===== src/pkg/dsg_pkg.sv =====
package dsg_pkg;
  localparam int NCH = 4;
  localparam int CHW = 2;
  localparam int NLVL = 4;
  localparam int LVLW = 2;
  localparam int CHB_W = 18;
  localparam int MEM_AW = 6;
  localparam int MEM_WORDS = 64;

  // Device register indices; byte address is four times the index
  localparam logic [5:0] R_CTRL = 6'h00;
  localparam logic [5:0] R_CRCC = 6'h01;
  localparam logic [5:0] R_CRCS = 6'h02;
  localparam logic [5:0] R_BASE = 6'h03;
  localparam logic [5:0] R_WRB = 6'h04;
  localparam logic [5:0] R_CHSEL = 6'h05;
  localparam logic [5:0] R_CHA = 6'h06;
  localparam logic [5:0] R_CHB = 6'h07;
  localparam logic [5:0] R_STAT = 6'h08;

  localparam int C_SRST = 0;
  localparam int C_DMA = 1;
  localparam int C_CRC = 2;
  localparam int C_PRIO = 8;
  localparam int A_SRST = 0;
  localparam int A_EN = 1;
  localparam int B_SRC = 0;
  localparam int B_ACT = 8;
  localparam int B_PRIO = 12;
  localparam int B_CMD = 16;
  localparam logic [CHB_W-1:0] CHB_FREE = 18'h3_3000;
  localparam int ST_BUSY = 0;
  localparam int ST_FAULT = 8;

  // Descriptor word 0 layout, word beat size code and last descriptor word index
  localparam int D_VALID = 0;
  localparam int D_BEAT = 1;
  localparam int D_CNT = 16;
  localparam logic [1:0] SZ_WORD = 2'h2;
  localparam logic [1:0] LAST_WORD = 2'h2;

  // System-end address regions, selected by address bits 13:12
  localparam logic [1:0] H_DEV = 2'h0;
  localparam logic [1:0] H_MEM = 2'h1;
  localparam logic [1:0] H_STAT = 2'h2;
  localparam logic [1:0] RESP_OK = 2'h0;
  localparam logic [1:0] RESP_SLV = 2'h2;
  localparam logic [1:0] RESP_DEC = 2'h3;

  typedef enum logic [2:0] {D_IDLE, D_FETCH, D_RD, D_WR, D_WB} dsg_dev_st_t;
  typedef enum logic [1:0] {S_IDLE, S_DEV, S_BRESP, S_RRESP} dsg_sys_st_t;

  function automatic logic [2:0] dsg_beat_bytes(input logic [1:0] sz);
    case (sz)
      2'h0: dsg_beat_bytes = 3'h1;
      2'h1: dsg_beat_bytes = 3'h2;
      default: dsg_beat_bytes = 3'h4;
    endcase
  endfunction : dsg_beat_bytes

  function automatic logic [3:0] dsg_lane_mask(input logic [1:0] sz, input logic [1:0] a);
    case (sz)
      2'h0: dsg_lane_mask = 4'h1 << a;
      2'h1: dsg_lane_mask = a[1] ? 4'hC : 4'h3;
      default: dsg_lane_mask = 4'hF;
    endcase
  endfunction : dsg_lane_mask
endpackage : dsg_pkg


===== src/pkg/dsg_link_if.sv =====
`timescale 1ns/1ps
`default_nettype none
interface dsg_link_if;
  logic reg_req;
  logic reg_we;
  logic [5:0] reg_idx;
  logic [31:0] reg_wdata;
  logic reg_ack;
  logic [31:0] reg_rdata;
  logic mem_req;
  logic mem_we;
  logic [31:0] mem_addr;
  logic [1:0] mem_size;
  logic [31:0] mem_wdata;
  logic mem_ack;
  logic [31:0] mem_rdata;

  modport dev (
    input reg_req, reg_we, reg_idx, reg_wdata, mem_ack, mem_rdata,
    output reg_ack, reg_rdata, mem_req, mem_we, mem_addr, mem_size, mem_wdata
  );
  modport sys (
    output reg_req, reg_we, reg_idx, reg_wdata, mem_ack, mem_rdata,
    input reg_ack, reg_rdata, mem_req, mem_we, mem_addr, mem_size, mem_wdata
  );
endinterface : dsg_link_if
`default_nettype wire


===== src/rtl/dsg_dma_end.sv =====
// Decided for this implementation: the AXI4-Lite slave port and the register addresses.
`timescale 1ns/1ps
`default_nettype none
// Contract
// - Controller soft reset only while DMA, CRC off
// - Channel control two locked while channel on; code still lets the CHB_FREE fields (priority, command) change
// - Channel soft reset only while channel off
// - CRC registers writable only while CRC off
// - Load descriptor base before enabling controller
// - Load write-back base before enabling controller
// - Level arbitrates only when its enable set
// - Channel registers follow selected channel number
// - Choose trigger action before channel enable
// - Choose trigger source before channel enable
// - Each beat uses descriptor beat width
// - Descriptor usable only with valid bit set
// - Beats moved equal descriptor beat count
// - Reads use descriptor source address
// - Writes use descriptor destination address
module dsg_dma_end (
  input wire logic aclk, // System clock
  input wire logic aresetn, // Synchronous reset
  input wire logic ce, // Clock enable
  input wire logic [dsg_pkg::NCH-1:0] trig, // Channel trigger pulses
  output logic [dsg_pkg::NCH-1:0] busy, // Channel moving a block
  output logic [dsg_pkg::NCH-1:0] fault, // Invalid descriptor seen
  dsg_link_if.dev lnk // Register and memory link
);
  import dsg_pkg::*;

  typedef struct packed {
    dsg_dev_st_t st;
    logic dma_global_on;
    logic crc_unit_on;
    logic [NLVL-1:0] priority_level_on;
    logic [15:0] crc_control_reg;
    logic [31:0] crc_checksum_reg;
    logic [31:0] descriptor_base_reg;
    logic [31:0] writeback_base_reg;
    logic [CHW-1:0] channel_select_reg;
    logic [NCH-1:0] ch_on;
    logic [NCH-1:0][CHB_W-1:0] channel_control_two;
    logic [NCH-1:0] pend;
    logic [NCH-1:0] busy;
    logic [NCH-1:0] fault;
    logic [CHW-1:0] cur;
    logic [1:0] k;
    logic [31:0] block_control_word;
    logic [31:0] block_source_address;
    logic [31:0] block_dest_address;
    logic [15:0] block_beat_count;
    logic [31:0] beat_data;
    logic mreq;
    logic mwe;
    logic [31:0] maddr;
    logic [1:0] msize;
    logic [31:0] mwdata;
    logic rack;
    logic [31:0] rdata;
  } dsg_dev_t;

  dsg_dev_t r;
  dsg_dev_t next_r;

  always_comb
  begin
    logic [31:0] rd;
    logic [CHW-1:0] pick;
    logic found;
    logic [LVLW-1:0] best;
    logic [LVLW-1:0] lv;
    logic [CHW-1:0] sel;
    logic [1:0] bw;
    logic [31:0] slot;
    logic [31:0] nxt_src;
    logic [31:0] nxt_dst;
    rd = '0;
    pick = '0;
    found = 1'b0;
    best = '0;
    lv = '0;
    next_r = r;
    sel = r.channel_select_reg;
    bw = r.block_control_word[D_BEAT +: 2];
    slot = {26'h0, r.cur, 4'h0};
    nxt_src = r.block_source_address + 32'(dsg_beat_bytes(bw));
    nxt_dst = r.block_dest_address + 32'(dsg_beat_bytes(bw));

    // Register port: one answer per request, request held until answered
    next_r.rack = 1'b0;
    case (lnk.reg_idx)
      R_CTRL:
      begin
        rd[C_DMA] = r.dma_global_on;
        rd[C_CRC] = r.crc_unit_on;
        rd[C_PRIO +: NLVL] = r.priority_level_on;
      end
      R_CRCC: rd[15:0] = r.crc_control_reg;
      R_CRCS: rd = r.crc_checksum_reg;
      R_BASE: rd = r.descriptor_base_reg;
      R_WRB: rd = r.writeback_base_reg;
      R_CHSEL: rd[CHW-1:0] = sel;
      R_CHA: rd[A_EN] = r.ch_on[sel];
      R_CHB: rd[CHB_W-1:0] = r.channel_control_two[sel];
      R_STAT:
      begin
        rd[ST_BUSY +: NCH] = r.busy;
        rd[ST_FAULT +: NCH] = r.fault;
      end
      default: rd = '0;
    endcase

    if (lnk.mem_ack)
      next_r.mreq = 1'b0;

    // Transfer engine
    case (r.st)
      D_IDLE:
      begin
        for (int c = 0; c < NCH; c++)
        begin
          lv = r.channel_control_two[c][B_PRIO +: LVLW];
          if (r.pend[c] && r.ch_on[c] && r.priority_level_on[lv] && (!found || lv > best))
          begin
            found = 1'b1;
            best = lv;
            pick = CHW'(c);
          end
        end
        if (r.dma_global_on && found)
        begin
          next_r.cur = pick;
          next_r.pend[pick] = 1'b0;
          next_r.busy[pick] = 1'b1;
          next_r.k = '0;
          next_r.st = D_FETCH;
          next_r.mreq = 1'b1;
          next_r.mwe = 1'b0;
          next_r.msize = SZ_WORD;
          next_r.maddr = r.descriptor_base_reg + {26'h0, pick, 4'h0};
        end
      end
      D_FETCH:
        if (lnk.mem_ack)
        begin
          case (r.k)
            2'h0: next_r.block_control_word = lnk.mem_rdata;
            2'h1: next_r.block_source_address = lnk.mem_rdata;
            default: next_r.block_dest_address = lnk.mem_rdata;
          endcase
          if (r.k != LAST_WORD)
          begin
            next_r.k = r.k + 2'h1;
            next_r.mreq = 1'b1;
            next_r.maddr = r.maddr + 32'h0000_0004;
          end
          else if (!r.block_control_word[D_VALID])
          begin
            // Unusable descriptor parks the channel until software acts
            next_r.fault[r.cur] = 1'b1;
            next_r.ch_on[r.cur] = 1'b0;
            next_r.busy[r.cur] = 1'b0;
            next_r.st = D_IDLE;
          end
          else
          begin
            next_r.block_beat_count = r.block_control_word[D_CNT +: 16];
            next_r.k = '0;
            next_r.mreq = 1'b1;
            if (r.block_control_word[D_CNT +: 16] == 16'h0000)
            begin
              next_r.st = D_WB;
              next_r.mwe = 1'b1;
              next_r.maddr = r.writeback_base_reg + slot;
              next_r.mwdata = r.block_control_word;
            end
            else
            begin
              next_r.st = D_RD;
              next_r.maddr = r.block_source_address;
              next_r.msize = bw;
            end
          end
        end
      D_RD:
        if (lnk.mem_ack)
        begin
          next_r.beat_data = lnk.mem_rdata >> {r.block_source_address[1:0], 3'h0};
          next_r.st = D_WR;
          next_r.mreq = 1'b1;
          next_r.mwe = 1'b1;
          next_r.maddr = r.block_dest_address;
          next_r.mwdata = (lnk.mem_rdata >> {r.block_source_address[1:0], 3'h0})
                          << {r.block_dest_address[1:0], 3'h0};
        end
      D_WR:
        if (lnk.mem_ack)
        begin
          next_r.block_source_address = nxt_src;
          next_r.block_dest_address = nxt_dst;
          next_r.block_beat_count = r.block_beat_count - 16'h0001;
          next_r.mreq = 1'b1;
          if (r.block_beat_count == 16'h0001)
          begin
            next_r.st = D_WB;
            next_r.k = '0;
            next_r.msize = SZ_WORD;
            next_r.maddr = r.writeback_base_reg + slot;
            next_r.mwdata = {16'h0000, r.block_control_word[15:0]};
          end
          else
          begin
            next_r.st = D_RD;
            next_r.mwe = 1'b0;
            next_r.maddr = nxt_src;
          end
        end
      D_WB:
        if (lnk.mem_ack)
        begin
          if (r.k != LAST_WORD)
          begin
            next_r.k = r.k + 2'h1;
            next_r.mreq = 1'b1;
            next_r.maddr = r.maddr + 32'h0000_0004;
            next_r.mwdata = (r.k == 2'h0) ? r.block_source_address : r.block_dest_address;
          end
          else
          begin
            next_r.busy[r.cur] = 1'b0;
            next_r.mwe = 1'b0;
            next_r.st = D_IDLE;
          end
        end
      default: next_r.st = D_IDLE;
    endcase

    // A trigger in the grant cycle is kept: set wins over clear
    next_r.pend = next_r.pend | (trig & r.ch_on);

    if (lnk.reg_req && !r.rack)
    begin
      next_r.rack = 1'b1;
      next_r.rdata = rd;
      if (lnk.reg_we)
      begin
        case (lnk.reg_idx)
          R_CTRL:
          begin
            next_r.dma_global_on = lnk.reg_wdata[C_DMA];
            next_r.crc_unit_on = lnk.reg_wdata[C_CRC];
            next_r.priority_level_on = lnk.reg_wdata[C_PRIO +: NLVL];
          end
          R_CRCC:
            if (!r.crc_unit_on)
              next_r.crc_control_reg = lnk.reg_wdata[15:0];
          R_CRCS:
            if (!r.crc_unit_on)
              next_r.crc_checksum_reg = lnk.reg_wdata;
          R_BASE: next_r.descriptor_base_reg = lnk.reg_wdata;
          R_WRB: next_r.writeback_base_reg = lnk.reg_wdata;
          R_CHSEL: next_r.channel_select_reg = lnk.reg_wdata[CHW-1:0];
          R_CHA:
            if (lnk.reg_wdata[A_SRST] && !r.ch_on[sel])
            begin
              next_r.channel_control_two[sel] = '0;
              next_r.pend[sel] = 1'b0;
              next_r.fault[sel] = 1'b0;
            end
            else
              next_r.ch_on[sel] = lnk.reg_wdata[A_EN];
          R_CHB:
            if (r.ch_on[sel])
              next_r.channel_control_two[sel] = (r.channel_control_two[sel] & ~CHB_FREE)
                                                | (lnk.reg_wdata[CHB_W-1:0] & CHB_FREE);
            else
              next_r.channel_control_two[sel] = lnk.reg_wdata[CHB_W-1:0];
          default: next_r.rack = 1'b1;
        endcase
        // Soft reset wipes all state but rack, so a transfer in flight is dropped
        if (lnk.reg_idx == R_CTRL && lnk.reg_wdata[C_SRST] && !r.dma_global_on && !r.crc_unit_on)
        begin
          next_r = '0;
          next_r.rack = 1'b1;
        end
      end
    end
  end

  always_ff @(posedge aclk)
  begin
    if (!aresetn)
      r <= '0;
    else if (ce)
      r <= next_r;
  end

  assign busy = r.busy;
  assign fault = r.fault;
  assign lnk.reg_ack = r.rack;
  assign lnk.reg_rdata = r.rdata;
  assign lnk.mem_req = r.mreq;
  assign lnk.mem_we = r.mwe;
  assign lnk.mem_addr = r.maddr;
  assign lnk.mem_size = r.msize;
  assign lnk.mem_wdata = r.mwdata;
endmodule : dsg_dma_end
`default_nettype wire


===== src/flat_wrapper.sv =====
// flat-port wrapper written by rule: the top's interface ports become plain ports
module dsg_dma_end_flat import dsg_pkg::*;
  (aclk, aresetn, ce, trig, busy, fault, lnk_reg_req, lnk_reg_we, lnk_reg_idx, lnk_reg_wdata, lnk_mem_ack, lnk_mem_rdata, lnk_reg_ack, lnk_reg_rdata, lnk_mem_req, lnk_mem_we, lnk_mem_addr, lnk_mem_size, lnk_mem_wdata);
  dsg_link_if lnk_i ();
  input wire logic aclk;
  input wire logic aresetn;
  input wire logic ce;
  input wire logic [dsg_pkg::NCH-1:0] trig;
  output logic [dsg_pkg::NCH-1:0] busy;
  output logic [dsg_pkg::NCH-1:0] fault;
  input wire logic [$bits(lnk_i.reg_req)-1:0] lnk_reg_req;
  input wire logic [$bits(lnk_i.reg_we)-1:0] lnk_reg_we;
  input wire logic [$bits(lnk_i.reg_idx)-1:0] lnk_reg_idx;
  input wire logic [$bits(lnk_i.reg_wdata)-1:0] lnk_reg_wdata;
  input wire logic [$bits(lnk_i.mem_ack)-1:0] lnk_mem_ack;
  input wire logic [$bits(lnk_i.mem_rdata)-1:0] lnk_mem_rdata;
  output wire logic [$bits(lnk_i.reg_ack)-1:0] lnk_reg_ack;
  output wire logic [$bits(lnk_i.reg_rdata)-1:0] lnk_reg_rdata;
  output wire logic [$bits(lnk_i.mem_req)-1:0] lnk_mem_req;
  output wire logic [$bits(lnk_i.mem_we)-1:0] lnk_mem_we;
  output wire logic [$bits(lnk_i.mem_addr)-1:0] lnk_mem_addr;
  output wire logic [$bits(lnk_i.mem_size)-1:0] lnk_mem_size;
  output wire logic [$bits(lnk_i.mem_wdata)-1:0] lnk_mem_wdata;
  assign lnk_i.reg_req = lnk_reg_req;
  assign lnk_i.reg_we = lnk_reg_we;
  assign lnk_i.reg_idx = lnk_reg_idx;
  assign lnk_i.reg_wdata = lnk_reg_wdata;
  assign lnk_i.mem_ack = lnk_mem_ack;
  assign lnk_i.mem_rdata = lnk_mem_rdata;
  assign lnk_reg_ack = lnk_i.reg_ack;
  assign lnk_reg_rdata = lnk_i.reg_rdata;
  assign lnk_mem_req = lnk_i.mem_req;
  assign lnk_mem_we = lnk_i.mem_we;
  assign lnk_mem_addr = lnk_i.mem_addr;
  assign lnk_mem_size = lnk_i.mem_size;
  assign lnk_mem_wdata = lnk_i.mem_wdata;
  dsg_dma_end u_core (.aclk(aclk), .aresetn(aresetn), .ce(ce), .trig(trig), .busy(busy), .fault(fault), .lnk(lnk_i));
endmodule

===== config.mk =====
export PLATFORM = sky130hd
export DESIGN_NAME = dsg_dma_end_flat
export DESIGN_NICKNAME = d
export VERILOG_FILES = /design/src/pkg/dsg_pkg.sv /design/src/pkg/dsg_link_if.sv /design/src/rtl/dsg_dma_end.sv /design/src/flat_wrapper.sv
export SDC_FILE = /design/constraint.sdc
export NUM_CORES = 2
export LEC_CHECK = 0
export ABC_AREA = 1
export BUFFER_PORTS_ARGS = -buffer_cell sky130_fd_sc_hd__buf_4
export CORE_MARGIN = 4
export CORE_UTILIZATION = 55
export CTS_CLUSTER_DIAMETER = 30
export DETAILED_ROUTE_END_ITERATION = 7
export PLACE_DENSITY = 0.8
export SLEW_MARGIN = 0
export SYNTH_ARGS = -nofsm -noshare
export SYNTH_HDL_FRONTEND = slang
export SYNTH_SLANG_ARGS = --single-unit

===== constraint.sdc =====
create_clock -name aclk -period 9.25 [get_ports aclk]
set_input_delay 0.4625 -clock aclk [delete_from_list [all_inputs] [get_ports aclk]]
set_output_delay 0.4625 -clock aclk [all_outputs]
set_load 0.1 [all_outputs]

==> flow_metrics.tcl <==
set metrics [dict create \
    ys_seq_area_share_pct 28.2 \
    gp_congestion 1.15 \
    crit_fanout 6 \
    cts_tree "built" \
    drt_iter0_drc 5752 \
    viasPerCell 6.48 \
    syn-num-nets 5131 \
    syn_inst 5024 \
    start_util_pct 56.1 \
    synth_ff_type "dfxtp_1" \
    cts_resized 0 \
    combPwrFrac_pct 5.0 \
    syn_area_um2 30400 \
    synthSimpleGateAreaFrac_pct 29.8 \
    switching_share_pct 24.3 \
    synth.most_common_cell "nand2_1" \
    grt_pass1_wl_um 210000 \
    numCtsBuffers 108 \
    grt_pass1_vias 33600 \
    drc 101 \
    synth-compound-area-share_pct 26.8 \
    grt_antenna_before_repair 4 \
    yosysTopAreaCellShare_pct 28.2 \
    timing.slew.headroom_pct -13.4 \
    wl_per_cell_um 24.7 \
    cts_max_level 3 \
    ctsHoldBuffers 0 \
    synth_xor_area_share_pct 1.99 \
    grt_usage_pct 45.8 \
    critPathRequiredTime_ps 9750 \
    synth_common_cells "1262 x nand2_1, 582 x nor2_1, 523 x a21oi_1, 479 x o21ai_0, 448 x inv_1" \
    numPortBuffers 188 \
    ant_nets 0 \
    fin_util_pct 65.0 \
    io_pins 189 \
    cpMaxStageDelayCell "fa_1" \
    max_stage_delay_ps 510 \
    r2r_cells 40 \
    holdPathStages 3 \
    internal_power_w 0.00484 \
    nNetsFinal 5089 \
    finalSetupTns_ps 0 \
    die_h_um 243 \
    finalHoldViolCount 0 \
    synth-adder-area-share_pct 1.21 \
    dieWidth_um 243 \
    power_leakage_nw 13.8 \
    die_area_um2 59100 \
    grt_start_max_net_pins 106 \
    rows 85 \
    clock-sinks 428 \
    crit_type "reg -> reg" \
    vdd_drop_max_v 0.000219 \
    maxCapViolCount 1 \
    period_share_pct 67.9 \
    synth_top_area_cell "dfxtp_1" \
    placed_area_um2 31200 \
    clk-insertion-delay-late_ps 690 \
    p_switching_w 0.00156 \
    dr_total_vias 37400 \
    tightest_slew_ps 1680 \
    hold_slack_ps 87.5 \
    skew_ps 45.9 \
    hp-class "in -> reg" \
    rsz0062_at_grt "false" \
    finalCriticalPeriod_ps 6280 \
    cts_setup_buffers 0 \
    dp_hpwl_um 101000 \
    yosysUniqueCellTypes 56 \
    core_um2 54200 \
    wl_um 143000 \
    synth.area.top_cells "dfxtp_1 28%, nand2_1 16%, a21oi_1 8.6%" \
    clk_pin_slew_ps 50 \
    fin_area_um2 35300 \
    p_per_area_nw_per_um2 182 \
    cts_root_buf "clkbuf_16" \
    drt_first_pass_iters 8 \
    worst_slack_ps 2970 \
    synthArstFlopShare_pct 0 \
    finalMaxSlewViolations 2 \
    synth_top_family_by_area "simple AND/OR/NAND/NOR gates" \
    cp.arrival_ps 6780 \
    violations "design-rule violations, max-capacitance violations, max-slew violations" \
    startpoint_type "register" \
    synth-seq-cells 428 \
    grt_overflow 0 \
    yosys-mux-area-fraction_pct 0 \
    dpl_worst_slack_ps 3110 \
    avgSynthCellArea_um2 6.05 \
    area_growth_pct 15.9 \
    clock.fmax_mhz 159 \
    setup_viol 0 \
    synth.yosys.warnings 0 \
    synth_edf_count 0 \
    crit_path_end_kind "register" \
    p_seq_share_pct 29.1 \
    clock_path_buffers 3 \
    status "finished with violations" \
    drive_gt1_share_pct 9.71 \
    p_clk_share_pct 65.9 \
]
power groups by stage:
stage / Clock (W) / Combinational [W] / Sequential (W)
5_1_grt: 0.00431 / 0.000330 / 0.00186
3_3_place_gp: 0 / 0.000296 / 0.00190
2_1_floorplan: 0 / 0.000170 / 0.00190
3_5_place_dp: 0 / 0.000297 / 0.00190
4_1_cts: 0.00421 / 0.000298 / 0.00186
6_report: 0.00422 / 0.000321 / 0.00186
logic make-up after synthesis:
| kind of cell | after synthesis |
|---|---|
| compound gates | 1412 |
| xor+xnor | 69 |
| fa+ha+maj | 27 |
| buf+inv | 855 |
| flops | 428 |
| simple gates | 2233 |
critical path: cells and delay by family (launching register included):
| kind | cells | cell delay (ps) |
|---|---|---|
| AND/OR/NAND/NOR | 18 | 2150 |
| adder cells (fa/ha/maj) | 5 | 1720 |
| AO/OA/AOI/OAI | 9 | 1120 |
| buffers and inverters | 7 | 600 |
| flip-flops | 1 | 310 |
| XOR/XNOR | 1 | 180 |
cells in the final DEF (no fill, tap or decap), types with 24 or more instances in the layout:
cell type and n:
buf_4 233, nor2_1 575, a21oi_1 521, o21ai_0 479
o221ai_1 62, clkbuf_16 109, nand2_1 1262, o22ai_1 54
a31oi_1 24, o211ai_1 50, a22oi_1 119, inv_1 446
nand3_1 241, nand4_1 49, xor2_1 64, nor3_1 61
dfxtp_1 428
stage by stage:
stage | std cells | total power, W
detailed placement | 5568 | 0.00220
global placement | 5568 | 0.00220
floorplan | 5024 | 0.00207
global route | 5773 | 0.00651
finish | 5778 | 0.00640
CTS | 5771 | 0.00637
routing by layer:
layer	vias to the layer above	track usage (%)	wire, µm
li1	16700	-	-
met1	16900	55.8	50100
met2	3047	67.9	58900
met3	774	14.7	20600
met4	2	33.3	13200
met5	-	0	17
registers in the layout, indices dropped and copies added, names as in the netlist, 2 cells and up:
signal                flops
u_core.lnk.mem_wdata     32
u_core.r                319
u_core.lnk.reg_rdata     32
u_core.lnk.mem_addr      32
u_core.busy               4
u_core.lnk.mem_size       2
u_core.fault              4
final timing paths:
path | from | end | slack (ps)
setup / recovery | u_core.r[273] | u_core.lnk.mem_addr[28] | 2970
hold / removal | trig[1] | u_core.r[258] | 90
setup reg to reg | u_core.r[273] | u_core.lnk.mem_addr[28] | 2970
hold reg to reg | u_core.r[409] | u_core.r[409] | 460
final cells by class:
type,instances,area [µm²]
Clock buffer,132,2960
Multi-Input combinational cell,3741,18200
Fill cell,5070,19000
Sequential cell,428,8570
Inverter,470,1780
Tap cell,696,871
Timing Repair Buffer,233,1750
Antenna cell,7,17.5
Clock inverter,71,1120
Note: power is estimated with default switching activity, not from simulation.
